`src/pkg/smfd_pkg.sv`:
```
// Package with constants and carrier types for the speed monitor fault detector
package smfd_pkg;

  // Clock rate
  localparam int unsigned CLK_MHZ = 250;

  // Timing figures in their own units
  localparam int unsigned STUCK_TIME_US = 1000;
  localparam int unsigned WIN_TIME_US = 100000;

  // Timing counts in clock cycles
  localparam int unsigned STUCK_CYC = STUCK_TIME_US * CLK_MHZ;
  localparam int unsigned WIN_CYC = WIN_TIME_US * CLK_MHZ;

  // Frequency comparison limits, in edges per window
  localparam logic [15:0] FREQ_TOL = 16'h0004;
  localparam logic [15:0] STANDSTILL_EDGES = 16'h0002;

  // Error sources and their index in the error vector
  localparam int unsigned ERR_NUM = 11;
  localparam int unsigned IDX_SELECT = 0;
  localparam int unsigned IDX_FREQDEV = 1;
  localparam int unsigned IDX_POSPROX = 2;
  localparam int unsigned IDX_TERM = 3;
  localparam int unsigned IDX_HIGH_A = 4;
  localparam int unsigned IDX_LOW_A = 5;
  localparam int unsigned IDX_HIGH_B = 6;
  localparam int unsigned IDX_LOW_B = 7;
  localparam int unsigned IDX_OFS_A = 8;
  localparam int unsigned IDX_OFS_AN = 9;
  localparam int unsigned IDX_OFS_B = 10;

  // Error codes
  localparam logic [15:0] CODE_SELECT = 16'h1b58;
  localparam logic [15:0] CODE_FREQDEV = 16'h1770;
  localparam logic [15:0] CODE_POSPROX = 16'h138b;
  localparam logic [15:0] CODE_TERM = 16'h0fac;
  localparam logic [15:0] CODE_HIGH_A = 16'h2801;
  localparam logic [15:0] CODE_LOW_A = 16'h2802;
  localparam logic [15:0] CODE_HIGH_B = 16'h2803;
  localparam logic [15:0] CODE_LOW_B = 16'h2804;
  localparam logic [15:0] CODE_OFS_A = 16'h2805;
  localparam logic [15:0] CODE_OFS_AN = 16'h2806;
  localparam logic [15:0] CODE_OFS_B = 16'h2807;

  // Depths of history and current list
  localparam int unsigned HIST_DEPTH = 20;
  localparam int unsigned CUR_SLOTS = 8;

  // Sensor tracks as seen at the pins
  typedef struct packed {
    logic a;
    logic aN;
    logic b;
    logic bN;
  } smfd_tracks_s;

  // Parameter-set select inputs
  typedef struct packed {
    logic paramSetEighth;
    logic paramSetFourth;
    logic paramSetSecond;
    logic paramSetFirst;
  } smfd_select_s;

  // Configuration levels
  typedef struct packed {
    logic oneOfFourMode;
    logic sensorIsProx;
    logic posMonEn;
    logic dirMonEn;
  } smfd_cfg_s;

  // One history read answer
  typedef struct packed {
    logic valid;
    logic [4:0] seqNo;
    logic [15:0] code;
  } smfd_hist_s;

endpackage

```
`src/smfd_fault_detect.sv`:
```
// Fault detection, current error list and error history for the speed monitor
`timescale 1ns/100ps
`default_nettype none
module smfd_fault_detect #(
  parameter int unsigned STUCK_CYCLES = smfd_pkg::STUCK_CYC,
  parameter int unsigned WIN_CYCLES = smfd_pkg::WIN_CYC
) (
  // Clock and resets
  input wire logic core_clk,
  input wire logic rst,
  input wire logic histRst,
  // Sensor and panel pins
  input wire smfd_pkg::smfd_tracks_s tracks,
  input wire smfd_pkg::smfd_select_s paramSel,
  input wire logic start_input,
  input wire logic terminatorOk,
  // Configuration and analog judgement
  input wire smfd_pkg::smfd_cfg_s cfg,
  input wire logic [2:0] offsetSeen,
  // History read port
  input wire logic [4:0] histRdIdx,
  output smfd_pkg::smfd_hist_s histRdData,
  // Current errors
  output logic faultInd,
  output logic [3:0] curCount,
  output logic [7:0][15:0] curCodes
);

  localparam int unsigned NSYNC = 10;

  function automatic logic [15:0] errCode(input int unsigned idx);
    case (idx)
      smfd_pkg::IDX_SELECT: errCode = smfd_pkg::CODE_SELECT;
      smfd_pkg::IDX_FREQDEV: errCode = smfd_pkg::CODE_FREQDEV;
      smfd_pkg::IDX_POSPROX: errCode = smfd_pkg::CODE_POSPROX;
      smfd_pkg::IDX_TERM: errCode = smfd_pkg::CODE_TERM;
      smfd_pkg::IDX_HIGH_A: errCode = smfd_pkg::CODE_HIGH_A;
      smfd_pkg::IDX_LOW_A: errCode = smfd_pkg::CODE_LOW_A;
      smfd_pkg::IDX_HIGH_B: errCode = smfd_pkg::CODE_HIGH_B;
      smfd_pkg::IDX_LOW_B: errCode = smfd_pkg::CODE_LOW_B;
      smfd_pkg::IDX_OFS_A: errCode = smfd_pkg::CODE_OFS_A;
      smfd_pkg::IDX_OFS_AN: errCode = smfd_pkg::CODE_OFS_AN;
      default: errCode = smfd_pkg::CODE_OFS_B;
    endcase
  endfunction

  // Two-stage synchronisers for pin inputs
  // Warm-up flag hides the cleared synchroniser until real pin levels arrive
  logic [NSYNC-1:0] syncIn, sync1_reg, sync2_reg;
  logic [1:0] warm_reg;
  assign syncIn = {tracks, paramSel, start_input, terminatorOk};
  always_ff @(posedge core_clk or posedge rst) begin
    if (rst) begin
      sync1_reg <= '0;
      sync2_reg <= '0;
      warm_reg <= 2'h0;
    end else begin
      sync1_reg <= syncIn;
      sync2_reg <= sync1_reg;
      warm_reg <= {warm_reg[0], 1'b1};
    end
  end

  smfd_pkg::smfd_tracks_s trk;
  smfd_pkg::smfd_select_s sel;
  logic startS, termS;
  assign trk = sync2_reg[9:6];
  assign sel = sync2_reg[5:2];
  assign startS = sync2_reg[1];
  assign termS = sync2_reg[0];

  // Stuck-level watch on both encoder pairs
  logic highA, lowA, highB, lowB;
  smfd_pair_watch #(.STUCK_CYCLES(STUCK_CYCLES)) watchA (
    .core_clk(core_clk),
    .rst(rst),
    .enable(~cfg.sensorIsProx),
    .trackPos(trk.a),
    .trackNeg(trk.aN),
    .stuckHigh(highA),
    .stuckLow(lowA)
  );
  smfd_pair_watch #(.STUCK_CYCLES(STUCK_CYCLES)) watchB (
    .core_clk(core_clk),
    .rst(rst),
    .enable(~cfg.sensorIsProx),
    .trackPos(trk.b),
    .trackNeg(trk.bN),
    .stuckHigh(highB),
    .stuckLow(lowB)
  );

  // Frequency comparison of tracks A and B over a window
  logic [31:0] win_reg, win_next;
  logic [15:0] cntA_reg, cntA_next, cntB_reg, cntB_next;
  logic prevA_reg, prevB_reg, prevStart_reg;
  logic devSet, devClr;
  logic [15:0] diff;
  always_comb begin
    win_next = win_reg + 32'h00000001;
    cntA_next = cntA_reg;
    cntB_next = cntB_reg;
    devSet = 1'b0;
    devClr = 1'b0;
    diff = (cntA_reg > cntB_reg) ? cntA_reg - cntB_reg : cntB_reg - cntA_reg;
    if (trk.a && !prevA_reg && cntA_reg != 16'hffff) begin
      cntA_next = cntA_reg + 16'h0001;
    end
    if (trk.b && !prevB_reg && cntB_reg != 16'hffff) begin
      cntB_next = cntB_reg + 16'h0001;
    end
    if (win_reg >= WIN_CYCLES - 32'h00000001) begin
      win_next = 32'h00000000;
      cntA_next = 16'h0000;
      cntB_next = 16'h0000;
      if (cfg.sensorIsProx && diff > smfd_pkg::FREQ_TOL) begin
        devSet = 1'b1;
      end else if (cntA_reg > smfd_pkg::STANDSTILL_EDGES &&
                   cntB_reg > smfd_pkg::STANDSTILL_EDGES) begin
        devClr = 1'b1;
      end
    end
    if (prevStart_reg && !startS) begin
      devClr = 1'b1;
    end
  end

  always_ff @(posedge core_clk or posedge rst) begin
    if (rst) begin
      win_reg <= 32'h00000000;
      cntA_reg <= 16'h0000;
      cntB_reg <= 16'h0000;
      prevA_reg <= 1'b0;
      prevB_reg <= 1'b0;
      prevStart_reg <= 1'b0;
    end else begin
      win_reg <= win_next;
      cntA_reg <= cntA_next;
      cntB_reg <= cntB_next;
      prevA_reg <= trk.a;
      prevB_reg <= trk.b;
      prevStart_reg <= startS;
    end
  end

  // Raw error conditions
  logic [smfd_pkg::ERR_NUM-1:0] raw;
  always_comb begin
    raw = '0;
    raw[smfd_pkg::IDX_SELECT] = warm_reg[1] && cfg.oneOfFourMode && !$onehot(sel);
    raw[smfd_pkg::IDX_FREQDEV] = devSet;
    raw[smfd_pkg::IDX_POSPROX] = cfg.sensorIsProx && (cfg.posMonEn || cfg.dirMonEn);
    raw[smfd_pkg::IDX_TERM] = warm_reg[1] && !termS;
    raw[smfd_pkg::IDX_HIGH_A] = highA;
    raw[smfd_pkg::IDX_HIGH_B] = highB;
    raw[smfd_pkg::IDX_LOW_A] = lowA;
    raw[smfd_pkg::IDX_LOW_B] = lowB;
    raw[smfd_pkg::IDX_OFS_A] = offsetSeen[0];
    raw[smfd_pkg::IDX_OFS_AN] = offsetSeen[1];
    raw[smfd_pkg::IDX_OFS_B] = offsetSeen[2];
  end

  // Latched errors, pending log entries and current list
  logic [smfd_pkg::ERR_NUM-1:0] latched_reg, latched_next, pend_reg, pend_next, ack;
  logic [7:0][15:0] codes_next, codes_reg;
  logic [3:0] count_next, count_reg;
  logic fault_reg, fault_next;
  logic logEn;
  logic [15:0] logCode;
  always_comb begin
    // held until reset, except FREQDEV, which devClr clears; set wins over clear
    latched_next = latched_reg | raw;
    if (devClr && !raw[smfd_pkg::IDX_FREQDEV]) begin
      latched_next[smfd_pkg::IDX_FREQDEV] = 1'b0;
    end
    // log each new error once, lowest index first
    ack = '0;
    logEn = 1'b0;
    logCode = 16'h0000;
    for (int i = smfd_pkg::ERR_NUM - 1; i >= 0; i--) begin
      if (pend_reg[i]) begin
        ack = '0;
        ack[i] = 1'b1;
        logEn = 1'b1;
        logCode = errCode(i);
      end
    end
    pend_next = (pend_reg & ~ack) | (raw & ~latched_reg);
    codes_next = '0;
    count_next = 4'h0;
    for (int i = 0; i < smfd_pkg::ERR_NUM; i++) begin
      if (latched_reg[i] && count_next < smfd_pkg::CUR_SLOTS[3:0]) begin
        codes_next[count_next[2:0]] = errCode(i);
        count_next = count_next + 4'h1;
      end
    end
    fault_next = |latched_reg;
  end

  always_ff @(posedge core_clk or posedge rst) begin
    if (rst) begin
      latched_reg <= '0;
      pend_reg <= '0;
      codes_reg <= '0;
      count_reg <= 4'h0;
      fault_reg <= 1'b0;
    end else begin
      latched_reg <= latched_next;
      pend_reg <= pend_next;
      codes_reg <= codes_next;
      count_reg <= count_next;
      fault_reg <= fault_next;
    end
  end

  // Error history, kept across unit reset
  logic [15:0] hist [smfd_pkg::HIST_DEPTH];
  logic [4:0] wrPtr_reg, wrPtr_next, used_reg, used_next;
  logic [5:0] rdSum;
  logic [4:0] rdPtr;
  smfd_pkg::smfd_hist_s rd_next, rd_reg;
  always_comb begin
    wrPtr_next = wrPtr_reg;
    used_next = used_reg;
    if (logEn) begin
      wrPtr_next = (wrPtr_reg == smfd_pkg::HIST_DEPTH[4:0] - 5'h01) ? 5'h00 :
                   wrPtr_reg + 5'h01;
      if (used_reg != smfd_pkg::HIST_DEPTH[4:0]) begin
        used_next = used_reg + 5'h01;
      end
    end
    rdSum = {1'b0, wrPtr_reg} + smfd_pkg::HIST_DEPTH[5:0] - 6'h01 - {1'b0, histRdIdx};
    rdPtr = (rdSum >= smfd_pkg::HIST_DEPTH[5:0]) ?
            5'(rdSum - smfd_pkg::HIST_DEPTH[5:0]) : rdSum[4:0];
    rd_next.valid = histRdIdx < used_reg;
    rd_next.seqNo = histRdIdx + 5'h01;
    rd_next.code = (histRdIdx < used_reg) ? hist[rdPtr] : 16'h0000;
  end

  always_ff @(posedge core_clk) begin
    if (logEn) begin
      hist[wrPtr_reg] <= logCode;
    end
  end

  always_ff @(posedge core_clk or posedge histRst) begin
    if (histRst) begin
      wrPtr_reg <= 5'h00;
      used_reg <= 5'h00;
      rd_reg <= '0;
    end else begin
      wrPtr_reg <= wrPtr_next;
      used_reg <= used_next;
      rd_reg <= rd_next;
    end
  end

  assign histRdData = rd_reg;
  assign faultInd = fault_reg;
  assign curCount = count_reg;
  assign curCodes = codes_reg;

endmodule
`default_nettype wire

```
`src/smfd_pair_watch.sv`:
```
// Stuck-level watch for one complementary track pair
`timescale 1ns/100ps
`default_nettype none
module smfd_pair_watch #(
  parameter int unsigned STUCK_CYCLES = smfd_pkg::STUCK_CYC
) (
  // Clock and reset
  input wire logic core_clk,
  input wire logic rst,
  // Enable level and track pair, the pair already synchronised
  input wire logic enable,
  input wire logic trackPos,
  input wire logic trackNeg,
  // Stuck levels
  output logic stuckHigh,
  output logic stuckLow
);

  logic [23:0] cnt_reg, cnt_next;
  logic high_reg, high_next, low_reg, low_next;

  // Both lines at one level count toward a stuck fault
  always_comb begin
    cnt_next = 24'h000000;
    high_next = high_reg;
    low_next = low_reg;
    if (enable && (trackPos == trackNeg)) begin
      if (cnt_reg >= STUCK_CYCLES[23:0] - 24'h000001) begin
        cnt_next = cnt_reg;
        high_next = trackPos;
        low_next = ~trackPos;
      end else begin
        cnt_next = cnt_reg + 24'h000001;
      end
    end else begin
      high_next = 1'b0;
      low_next = 1'b0;
    end
  end

  always_ff @(posedge core_clk or posedge rst) begin
    if (rst) begin
      cnt_reg <= 24'h000000;
      high_reg <= 1'b0;
      low_reg <= 1'b0;
    end else begin
      cnt_reg <= cnt_next;
      high_reg <= high_next;
      low_reg <= low_next;
    end
  end

  assign stuckHigh = high_reg;
  assign stuckLow = low_reg;

endmodule
`default_nettype wire

```
`config.mk`:
```
export PLATFORM = sky130hd
export DESIGN_NAME = smfd_fault_detect
export DESIGN_NICKNAME = d
export VERILOG_FILES = /design/src/pkg/smfd_pkg.sv /design/src/smfd_fault_detect.sv /design/src/smfd_pair_watch.sv
export SDC_FILE = /design/constraint.sdc
export NUM_CORES = 1
export LEC_CHECK = 0
export BUFFER_PORTS_ARGS = -buffer_cell sky130_fd_sc_hd__buf_2
export CAP_MARGIN = 10
export CORE_AREA = 4 4 215 217
export CTS_BUF_LIST = sky130_fd_sc_hd__clkbuf_8
export CTS_CLUSTER_SIZE = 12
export DETAILED_ROUTE_END_ITERATION = 7
export DIE_AREA = 0 0 219 221
export GPL_ROUTABILITY_DRIVEN = 0
export GPL_TIMING_DRIVEN = 0
export PLACE_DENSITY = 0.82
export SYNTH_ARGS = -nofsm -noshare
export SYNTH_HDL_FRONTEND = slang
export SYNTH_HIERARCHICAL = 1
export SYNTH_SLANG_ARGS = --single-unit
```
`constraint.sdc`:
```
create_clock -name core_clk -period 8.4 [get_ports core_clk]
set_input_delay 2.52 -clock core_clk [delete_from_list [all_inputs] [get_ports core_clk]]
set_output_delay 2.52 -clock core_clk [all_outputs]
set_load 0.02 [all_outputs]
```
==> results_dict.tcl <==
set metrics [dict create \
    status "finished with violations" \
    violations "design-rule violations" \
    cts.sinks 476 \
    numCtsBuffers 77 \
    hold_viol_final 0 \
    syn-cell-area_sq_um 24630 \
    ys.warnings.count 6 \
    swShare_pct 34.20 \
    fin_setup_tns_ns 0 \
    die_area_sq_um 48400 \
    slew_viol_final 0 \
    dr.pass1.iters 8 \
    synth_edf_count 220 \
    antenna_left 0 \
    tightest_slew_ns 1.056 \
    die_x_microns 219 \
    cp.required_ns 8.88 \
    cts_tree "built" \
    post-route-period-util_pct 94.29 \
    skew_ns 0.04724 \
    start_util_pct 55.81 \
    relSlewSlack_pct 29.58 \
    r2r-start "latched_reg[1]" \
    avgSynthCellArea_sq_um 11.73 \
    synth_seq_cells 476 \
    startpoint "latched_reg[1]" \
    coreArea_sq_um 44120 \
    crit_path_end "curCodes[28]" \
    design_area_sq_um 27870 \
    die_h_microns 221 \
    p_int_mw 4.766 \
    rows 77 \
    dpl.hpwl_microns 43270 \
    fin_util_pct 63.16 \
    post-place-ws_ns 0.1496 \
    grt_max_degree 97 \
    p_seq_share_pct 37.0 \
    power_frac_clock_pct 27.5 \
    antenna_found_initial 0 \
    ys.flop_type "dfrtp_1" \
    setup_violations 0 \
    grt_pass1_vias 17550 \
    cts.clk_slew.worst_paths_ns 0.06 \
    start_kind "flop" \
    r2r_cells 27 \
    switchingPower_mw 2.476 \
    clk_latency_ns 0.66 \
    min_period_ns 7.920 \
    fmax_mhz 126.3 \
    finalWirelength_microns 58470 \
    layout.nets 2471 \
    ys_types 114 \
    reg2reg_to "curCodes[28]" \
    wl_per_cell_microns 19.35 \
    drv_cap 0 \
    hp-class "flop to flop" \
    grt-ovfl-total 0 \
    drt_first_iter_violations 1677 \
    drc 9 \
    placed_area_sq_um 26280 \
    grtUsageTotal_pct 24.02 \
    path_class "flop to flop" \
    pwr_density_cell_nw_per_um2 259.8 \
    avgViaCountPerCell 5.814 \
    reg2reg_slack_ns 0.48 \
    synth.area.top_cells "edfxtp_1 27%, dfrtp_1 26%, mux4_2 6.0%, ha_1 3.8%, xnor2_1 3.3%" \
    p_leak_nw 11.92 \
    async_flop_share_pct 53.78 \
    htreeDepth 3 \
    grt_pass1_wl_microns 94180 \
    vdd_drop_max_mv 0.1594 \
    end_kind "flop" \
    setup_ws_ns 0.4797 \
    post_cts_buffers 0 \
    drive_above_1_share_pct 21.33 \
    p_total_mw 7.242 \
    syn_to_final_growth_pct 13.17 \
    clock_path_buffers 3 \
    synth_top_area_share_pct 26.83 \
    yosysSeqAreaShare_pct 52.84 \
    diodes 0 \
    critPathMaxFanout 10 \
    postSynthCellCount 2099 \
    cp_data_arrival_time_ns 8.40 \
    cts-root-buf "clkbuf_8" \
    largest_reg_flops 220 \
    num_vias 17570 \
    comb_power_share_pct 35.5 \
    grt_setup_unrepaired "false" \
    io-pin-count 180 \
    port_buffers 145 \
    synth_area_leader_cell "edfxtp_1" \
]
how the worst min path moves through the flow:
stage	slack, ns	cells after the start	from	endpoint
6_report	0.34	0	warm_reg[0]	warm_reg[1]
5_1_grt	0.35	0	sync1_reg[3]	sync2_reg[3]
4_1_cts	0.35	0	sync1_reg[3]	sync2_reg[3]
3_5_place_dp	0.33	0	warm_reg[0]	warm_reg[1]
3_3_place_gp	0.33	0	warm_reg[0]	warm_reg[1]
2_1_floorplan	0.33	0	sync1_reg[0]	sync2_reg[0]
power by group through the flow:
stage | Clock (mW) | Sequential [mW] | Combinational (mW)
after floorplan | 0 | 2.87 | 1.70
after global placement | 0 | 2.72 | 2.48
after detailed placement | 0 | 2.72 | 2.57
after CTS | 2.04 | 2.68 | 2.58
after global routing | 2.15 | 2.69 | 2.76
final | 1.99 | 2.68 | 2.57
cells by family (layout without fill, tap and decap cells):
logic type	Yosys count	count (layout)	synth area share [%]
AND/OR/NAND/NOR	754	754	16.18
flip-flops	476	476	52.84
AO/OA/AOI/OAI	326	326	9.521
buffers and inverters	239	529	5.019
XOR/XNOR	119	119	4.583
multiplexers	103	103	7.616
adder cells (fa/ha/maj)	80	80	4.217
other	2	42	0.03049
worst max-delay path: stages, from the launching register on:
cell	delay, ns
dfrtp_1	0.54
fa_1	0.57
buf_4	0.19
nand2b_1	0.32
a21oi_1	0.16
or3_1	0.48
inv_1	0.13
and2_1	0.18
nand2_1	0.09
ha_1	0.31
nand3b_1	0.20
mux2i_1	0.34
nor3_1	0.09
a31oi_1	0.21
nand3_1	0.29
ha_2	0.36
xnor3_1	0.45
o32ai_1	0.24
o21ai_1	0.19
mux2i_4	0.37
inv_2	0.10
buf_2	0.20
ha_1	0.19
inv_1	0.09
xnor3_1	0.45
o32a_2	0.43
o311ai_4	0.45
nor2_1	0.14
placed cells by master, fill, tap and decap left out, types with 40 or more instances in the layout:
master and instances:
inv_1 121, nand3_1 74, nand2_1 156, a21oi_1 60, buf_4 81, conb_1 42
edfxtp_1 220, nor2_1 199, ha_1 74, buf_2 153, clkbuf_8 87, xnor2_1 92
nor3_1 40, o21ai_0 76, mux4_2 66, dfrtp_1 256, and3_1 43
layout make-up:
type                       instances  area, sq um
inverter                         104        397.9
clock inverter                    55        356.6
clock buffer                      87         1197
buffer                           133        839.6
fill                            3365        16250
timing repair buffer             150        780.7
sequential                       476        13010
tap                              592        740.7
multi-input combinational       1424        10550
metrics by stage:
stage               hold WS [ns]  std cells
floorplan                 0.3312       2139
global placement          0.3311       2876
detailed placement        0.3347       2878
CTS                       0.3454       3020
global route              0.3548       3021
finish                    0.3450       3021
synth_stat cells (6+ instances only):
library cell  count
dfrtp_1         256
edfxtp_1        220
nor2_1          200
nand2_1         156
inv_1           101
xnor2_1          92
buf_4            78
o21ai_0          76
ha_1             75
nand3_1          74
mux4_2           66
a21oi_1          62
and3_1           43
nor3_1           40
clkbuf_1         39
and2_1           33
mux2i_1          31
nand4_1          31
nor4_1           30
nand2b_1         26
xor2_1           21
a21o_1           19
o21ai_1          18
nor2b_1          17
or3_1            15
a211oi_1         14
a21boi_0          9
nor3_2            9
nor4_2            9
o211ai_1          9
o31ai_1           9
or2_2             9
a31oi_1           8
and4_1            8
buf_2             7
nand3b_1          7
nor3b_1           7
o21a_1            7
buf_1             6
o2111ai_1         6
o211a_1           6
timing repair:
item,CTS,global route
hold endpoints to repair,0,0
setup endpoints to repair,0,62
hold buffers,0,0
resized for setup,0,3
metal layers:
metal	up-vias	global-route usage, %	part of all wire, %
li1	8073	-	-
met3	130	5.226	7.5
met4	0	5.892	2.3
met1	8580	32.12	40
met5	-	0	0
met2	782	40.38	50
(Power assumes the default switching activity.)
